File: config.mk
export PLATFORM = sky130hd
export DESIGN_NAME = otr_trim_regs
export DESIGN_NICKNAME = d
export VERILOG_FILES = /design/src/rtl/otr_pkg.sv /design/src/rtl/otr_trim_regs.sv
export SDC_FILE = /design/constraint.sdc
export NUM_CORES = 1
export LEC_CHECK = 0
export ABC_AREA = 1
export BUFFER_PORTS_ARGS = -buffer_cell sky130_fd_sc_hd__buf_4
export CAP_MARGIN = 20
export CORE_MARGIN = 2
export CORE_UTILIZATION = 45
export DETAILED_ROUTE_END_ITERATION = 8
export HOLD_SLACK_MARGIN = 0.1
export SETUP_SLACK_MARGIN = 0.2
export SYNTH_ARGS = -nofsm -noshare
export SYNTH_HDL_FRONTEND = slang
export SYNTH_SLANG_ARGS = --single-unit
File: constraint.sdc
create_clock -name mclk -period 2.1 [get_ports mclk]
set_input_delay 0.42 -clock mclk [delete_from_list [all_inputs] [get_ports mclk]]
set_output_delay 0.42 -clock mclk [all_outputs]
set_load 0.005 [all_outputs]
File: src/rtl/otr_pkg.sv
/*
 * Constants for the output current copy trim register bank: register
 * addresses, field positions, reset values, serial frame layout and the
 * percent steps of the trim codes.
 * Assumes a single 100 MHz clock domain and a host that frames every
 * access with the select pin.
 */
package otr_pkg;

   // ==========================================================
   // Register map
   localparam int OTR_ADDR_W_DEF = 7;
   localparam int OTR_ADDR_MIN_W = 5;
   localparam logic [7:0] OTR_TRIM2_ADDR = 8'h10;
   localparam logic [7:0] OTR_TRIM3_ADDR = 8'h11;
   localparam logic [7:0] OTR_TRIM_RESET = 8'h00;
   localparam logic [7:0] OTR_READ_VALUE = 8'h00;

   // ==========================================================
   // Field layout
   localparam int OTR_B12_LSB = 0;
   localparam int OTR_B34_LSB = 6;
   localparam int OTR_HS23_LSB = 3;
   localparam int OTR_HS1_LSB = 0;
   localparam int OTR_DATA_W = 8;

   // ==========================================================
   // Trim steps in percent
   localparam logic signed [4:0] OTR_PCT_STEP = 5'sh05;
   localparam logic signed [4:0] OTR_PCT_ZERO = 5'sh00;
   localparam logic signed [4:0] OTR_PCT_M10 = -5'sh0A;
   localparam logic signed [4:0] OTR_PCT_P5 = 5'sh05;
   localparam logic signed [4:0] OTR_PCT_P10 = 5'sh0A;
   localparam logic [2:0] OTR_CODE_RSVD = 3'h4;

   // ==========================================================
   // Pin idle levels
   localparam logic OTR_SS_IDLE = 1'b1;
   localparam logic OTR_SCLK_IDLE = 1'b0;

   typedef enum logic [1:0] {st_idle, st_shift, st_done} otr_state_t;

endpackage : otr_pkg

File: src/rtl/otr_trim_regs.sv
/*
 * Write-only current copy trim registers of the analog die, reached over
 * the internal serial port: the low three bits of the second trim
 * register and the whole third trim register, with decoded percent outputs.
 * Assumes serial mode 0, MSB first, a frame of one write flag, the address
 * and one data byte, and a serial clock far slower than mclk so that the
 * data pin is settled when its clock edge is seen.
 */
// Overview of operation
// - Bridge 1/2 high range trim is a 3-bit write-only field, reset to 0.
// - Codes 0..3 give 0/-5/-10/-15 %, 5..7 give +5/+10/+15 %, 4 is reserved.
// - Trim register three at 0x11 is write-only, reads 0 and resets to 0.
// - Its bits 7:6 are the bridge 3/4 low range trim, reset to 0.
// - That two-bit code means 0, -10, +5 and +10 percent for 00, 01, 10, 11.
// - Bits 5:3 of it are the high-side two and three trim, reset to zero.
// - That code uses the same signed five percent mapping with 100 reserved.
// - Bits 2:0 of it are the high-side one trim, reset to zero.
// - That code uses the same signed five percent mapping with 100 reserved.
// - Bridge 1/2 high range trim is bits 2:0 of write-only 0x10, reads 0.
module otr_trim_regs
   import otr_pkg::*;
#(
   parameter int ADDR_W = OTR_ADDR_W_DEF
)
(
   input wire logic mclk,
   input wire logic reset_n,
   input wire logic spi_ss_n,
   input wire logic spi_sclk,
   input wire logic spi_mosi,
   output logic spi_miso,
   output logic spi_miso_oe,
   output logic [2:0] bridge12_high_range_trim,
   output logic [1:0] bridge34_low_range_trim,
   output logic [2:0] highside23_trim,
   output logic [2:0] highside1_trim,
   output logic signed [4:0] bridge12_pct,
   output logic signed [4:0] bridge34_pct,
   output logic signed [4:0] highside23_pct,
   output logic signed [4:0] highside1_pct
);

   // ==========================================================
   // Parameters and checks
   localparam int FRAME_W = 1 + ADDR_W + OTR_DATA_W;
   localparam int CNT_W = $clog2(FRAME_W);
   localparam logic [CNT_W-1:0] LAST_BIT = CNT_W'(FRAME_W - 1);

   generate
      if (ADDR_W < OTR_ADDR_MIN_W)
      begin : g_bad_addr_w
         $error("ADDR_W too narrow for the trim register addresses");
      end
   endgenerate

   // ==========================================================
   // Trim code decoding
   // Reserved code 100 is undefined; it decodes to no change
   function automatic logic signed [4:0] pct3(input logic [2:0] code);
      logic signed [4:0] mag;
      mag = 5'(OTR_PCT_STEP * $signed({3'h0, code[1:0]}));
      if (code == OTR_CODE_RSVD)
         pct3 = OTR_PCT_ZERO;
      else if (code[2])
         pct3 = mag;
      else
         pct3 = -mag;
   endfunction : pct3

   function automatic logic signed [4:0] pct2(input logic [1:0] code);
      case (code)
         2'h0: pct2 = OTR_PCT_ZERO;
         2'h1: pct2 = OTR_PCT_M10;
         2'h2: pct2 = OTR_PCT_P5;
         default: pct2 = OTR_PCT_P10;
      endcase
   endfunction : pct2

   // ==========================================================
   // Reset release
   logic [1:0] rst_s_q;
   logic rst_n_q;

   always_ff @(posedge mclk or negedge reset_n)
   begin
      if (!reset_n)
         rst_s_q <= 2'h0;
      else
         rst_s_q <= {rst_s_q[0], 1'b1};
   end
   assign rst_n_q = rst_s_q[1];

   // ==========================================================
   // Pin synchronisers and filters
   // Three stages; a level counts once stages two and three agree
   logic [2:0] ss_s_q, sclk_s_q, mosi_s_q;
   logic ss_f_q, sclk_f_q, mosi_f_q;
   wire ss_ok = ss_s_q[1] == ss_s_q[2];
   wire sclk_ok = sclk_s_q[1] == sclk_s_q[2];
   wire mosi_ok = mosi_s_q[1] == mosi_s_q[2];

   always_ff @(posedge mclk or negedge rst_n_q)
   begin
      if (!rst_n_q)
      begin
         ss_s_q <= {3{OTR_SS_IDLE}};
         sclk_s_q <= {3{OTR_SCLK_IDLE}};
         mosi_s_q <= 3'h0;
         ss_f_q <= OTR_SS_IDLE;
         sclk_f_q <= OTR_SCLK_IDLE;
         mosi_f_q <= 1'b0;
      end
      else
      begin
         ss_s_q <= {ss_s_q[1:0], spi_ss_n};
         sclk_s_q <= {sclk_s_q[1:0], spi_sclk};
         mosi_s_q <= {mosi_s_q[1:0], spi_mosi};
         ss_f_q <= ss_ok ? ss_s_q[2] : ss_f_q;
         sclk_f_q <= sclk_ok ? sclk_s_q[2] : sclk_f_q;
         mosi_f_q <= mosi_ok ? mosi_s_q[2] : mosi_f_q;
      end
   end

   wire ss_fall = ss_ok && !ss_s_q[2] && ss_f_q;
   wire ss_rise = ss_ok && ss_s_q[2] && !ss_f_q;
   wire sclk_rise = sclk_ok && sclk_s_q[2] && !sclk_f_q;

   // ==========================================================
   // Frame receiver
   otr_state_t st_q, st_d;
   logic [CNT_W-1:0] cnt_q;
   logic [FRAME_W-2:0] shift_q;

   wire commit = (st_q == st_shift) && sclk_rise && (cnt_q == LAST_BIT);
   wire [FRAME_W-1:0] word = {shift_q, mosi_f_q};
   wire wr_flag = word[FRAME_W-1];
   wire [ADDR_W-1:0] addr = word[FRAME_W-2 -: ADDR_W];
   wire [7:0] data = word[OTR_DATA_W-1:0];
   wire hit2 = commit && wr_flag && addr == ADDR_W'(OTR_TRIM2_ADDR);
   wire hit3 = commit && wr_flag && addr == ADDR_W'(OTR_TRIM3_ADDR);

   // A frame cut short by the select pin is dropped whole
   always_comb
   begin
      st_d = st_q;
      case (st_q)
         st_idle: if (ss_fall) st_d = st_shift;
         st_shift:
            if (ss_rise) st_d = st_idle;
            else if (commit) st_d = st_done;
         default: if (ss_rise) st_d = st_idle;
      endcase
   end

   always_ff @(posedge mclk or negedge rst_n_q)
   begin
      if (!rst_n_q)
      begin
         st_q <= st_idle;
         cnt_q <= '0;
         shift_q <= '0;
      end
      else
      begin
         st_q <= st_d;
         if (ss_fall)
            cnt_q <= '0;
         else if (st_q == st_shift && sclk_rise)
            cnt_q <= cnt_q + 1'b1;
         if (st_q == st_shift && sclk_rise)
            shift_q <= word[FRAME_W-2:0];
      end
   end

   // ==========================================================
   // Trim registers
   logic [2:0] trim2_q;
   logic [7:0] trim3_q;

   always_ff @(posedge mclk or negedge rst_n_q)
   begin
      if (!rst_n_q)
      begin
         trim2_q <= OTR_TRIM_RESET[2:0];
         trim3_q <= OTR_TRIM_RESET;
      end
      else
      begin
         if (hit2)
            trim2_q <= data[OTR_B12_LSB +: 3];
         if (hit3)
            trim3_q <= data;
      end
   end

   assign bridge12_high_range_trim = trim2_q;
   assign bridge34_low_range_trim = trim3_q[OTR_B34_LSB +: 2];
   assign highside23_trim = trim3_q[OTR_HS23_LSB +: 3];
   assign highside1_trim = trim3_q[OTR_HS1_LSB +: 3];

   always_ff @(posedge mclk or negedge rst_n_q)
   begin
      if (!rst_n_q)
      begin
         bridge12_pct <= OTR_PCT_ZERO;
         bridge34_pct <= OTR_PCT_ZERO;
         highside23_pct <= OTR_PCT_ZERO;
         highside1_pct <= OTR_PCT_ZERO;
      end
      else
      begin
         bridge12_pct <= pct3(bridge12_high_range_trim);
         bridge34_pct <= pct2(bridge34_low_range_trim);
         highside23_pct <= pct3(highside23_trim);
         highside1_pct <= pct3(highside1_trim);
      end
   end

   // ==========================================================
   // Read path
   // Every register here is write-only, so a selected read shifts out zero
   assign spi_miso = OTR_READ_VALUE[OTR_DATA_W-1];
   assign spi_miso_oe = !ss_f_q;
endmodule : otr_trim_regs

==> impl_results.md <==
* Status: complete, no violations
* Most frequent cells in the layout: 73 x nand2_1, 61 x dfrtp_1, 36 x buf_4, 32 x inv_1, 19 x nand3_1
* Initial detailed-routing violation count at 56
* Drt pass-1 iters at 4
* Worst slack at placement at 0.634 ns
* Antenna violations before repair at 0
* CP Cell Sequence: ha_1 -> inv_1 -> nor2_4 -> nand2_4 -> inv_2 -> o21ai_0 -> nor2_1
* Hold path depth at 1
* Sw Share at 0.255
* Total wire length at 4280 um
* Worst EP arrival at 1.69 ns
* Htree depth at 3
* Root Driver: clkbuf_8
* Placed cell area at 3090 um^2
* Fmax at 680 MHz
* Fin worst setup slack at 0.629 ns
* Pint at 2030 uW
* P_sw at 697 uW
* CTS clk-pin slew, worst paths at 0.06 ns
* Io pins at 38
* Max clock buf depth at 2
* Crit path time final at 1.47 ns
* Yosys cell types at 27
* First-pass GRT wire length at 7200 um
* Reg2Reg Depth at 7
* Chip Width at 82.1 um
* Reg-to-reg startpoint: sclk_s_q[1]
* Vias per cell at 4.60
* CTS tree: built
* Max-Cap Viols at 0
* Worst-Skew Late Latency at 0.34 ns
* Hold path start: spi_ss_n
* Most common cell after layout, fill and taps aside: nand2_1
* Fin. Hold Viols at 0
* Comb power frac at 0.096
* Worst clock skew at 0.00610 ns
* Max incr delay on CP at 0.38 ns
* Mapped Area at 2750 um^2
* Critical Path End Type: flop
* Clk pwr share at 0.375
* Synth Instances at 276
* Sum Neg Setup Slack at 0 ns
* Power per cell area at 832 nW/um^2
* Static Leakage at 0.00173 uW
* Port bufs at 36
* Cts bufs inserted at 9
* Die Y at 82.1 um
* EDFF count, synth at 0
* Yosys reg bits at 66
* Final core utilization at 0.554
* Synthesis Warnings at 0
* Share of synthesized registers carrying an async set or reset at 1.00
* Die area at 6740 um^2
* RSZ-0062 raised after global routing: false
* Startpoint types: flop
* Synth-to-Final Area Change at 19.5%
* Post-CTS Setup Repair Bufs at 0
* Post-synth net total at 297
* Fin nets at 338
* R2R Path End: cnt_q[1]
* Critical-path top delay cell: dfrtp_1
* # setup viols final at 0
* CTS sink cnt at 66
* CP Max Fanout at 23
* Number of global-route vias before repair at 1,589
* Post-DP HPWL at 2860 um
* Reg power frac at 0.529
* GRT Total Usage at 0.144
* Remaining DRCs at 0
* Seq/Total Area, Yosys at 0.603
* Final worst-path cycle share at 0.701
* Pin count of the biggest net entering global routing at 65
* Core Region at 5920 um^2
* Rows at 28
* Critical Path RT at 2.32 ns
* Top_reg_cell synth: dfrtp_1
* Final Cell Area at 3280 um^2
* Gpl congestion at 0.726
* Top delay family on crit path: flip-flops
* Layout cells sized above 1 at 0.218
* Initial core utilization at 0.464
* Reg2reg setup slack at 0.63 ns
* Worst path bufs/invs at 2
* Hold Path Class: primary input to flop
* Peak VDD IR at 0.448 mV
* Mapped Avg Cell Area at 9.95 um^2
* Via count at 1,821
* Critical path type: flop to flop
* Total congestion overflow at 0
* Post-route ant nets at 0
* Hold Path End: ss_s_q[0]
* DR WL/cell at 10.8 um
* Max-slew violations at 0
* Inserted Diodes at 0
[final cells by class]
type,count,area (um^2)
tap,75,93.8
multi-input combinational,167,912
clock inverter,3,40.0
sequential,66,1660
inverter,35,131
timing repair buffer,38,300
fill,561,2640
clock buffer,12,145
[state kept, by name, indices dropped and copies added (netlist names)]
signal / cells
mosi_f_q: 1
bridge12_high_range_trim: 3
st_q: 2
bridge34_pct: 5
cnt_q: 4
sclk_f_q: 1
rst_s_q: 2
shift_q: 15
sclk_s_q: 3
bridge12_pct: 5
ss_f_q: 1
trim3_q: 8
mosi_s_q: 3
highside1_pct: 5
highside23_pct: 5
ss_s_q: 3
[synth_stat cells (all sizes together) (2+ instances only)]
cell	number	area (um^2)
dfrtp	62	1550
clkbuf	4	15.0
ha	16	200
buf	4	31.3
dfstp	4	105
o21ai	17	85.1
a21oi	8	40.0
nand3	21	123
nor3	2	15.0
nand2	74	285
nor2	23	121
inv	35	131
conb	2	7.51
[how the worst max path moves through the flow]
| stage | start | to | cells after the start |
|---|---|---|---|
| after floorplan | ss_s_q[1] | st_q[0] | 8 |
| after global placement | sclk_s_q[1] | cnt_q[1] | 7 |
| after detailed placement | sclk_s_q[1] | cnt_q[3] | 7 |
| after CTS | sclk_s_q[1] | cnt_q[1] | 7 |
| after global routing | cnt_q[1] | trim3_q[2] | 7 |
| final | sclk_s_q[1] | cnt_q[1] | 7 |
[metal layers]
metal	up-vias	GRT usage	wire length [um]	part of all wire
met4	0	0.0900	106	0.025
met3	9	0.0391	175	0.041
met5	-	0	0	0
met2	35	0.212	1970	0.46
met1	844	0.189	2030	0.47
li1	933	-	-	-
[per-stage QoR]
stage	std cells	power, uW	hold WS (ns)
2_1_floorplan	276	1660	0.124
3_3_place_gp	380	1730	0.203
3_5_place_dp	380	1730	0.204
4_1_cts	396	2760	0.173
5_1_grt	396	2870	0.171
6_report	396	2730	0.188
[power groups by stage]
stage          combinational, uW  clock [uW]  sequential [uW]
3_3_place_gp                 258           0             1470
5_1_grt                      308        1100             1460
6_report                     263        1020             1440
3_5_place_dp                 265           0             1470
2_1_floorplan                201           0             1460
4_1_cts                      267        1050             1440
[timing repair]
| item | CTS | global route |
|---|---|---|
| hold endpoints to repair | 2 | 0 |
| hold buffers | 1 | 0 |
| gates resized for setup | 0 | 0 |
[cell families (layout without fill, tap and decap cells)]
logic type,after synthesis,in the layout,share of synthesized area
buffers and inverters,43,88,0.0647
other,2,2,0.00273
and+or+nand+nor,121,121,0.200
DFF,66,66,0.603
muxes,1,1,0.00410
AOI/OAI and AO/OA,26,26,0.0483
adders and majority gates,17,17,0.0765
Note: power is estimated with default switching activity, not from simulation.
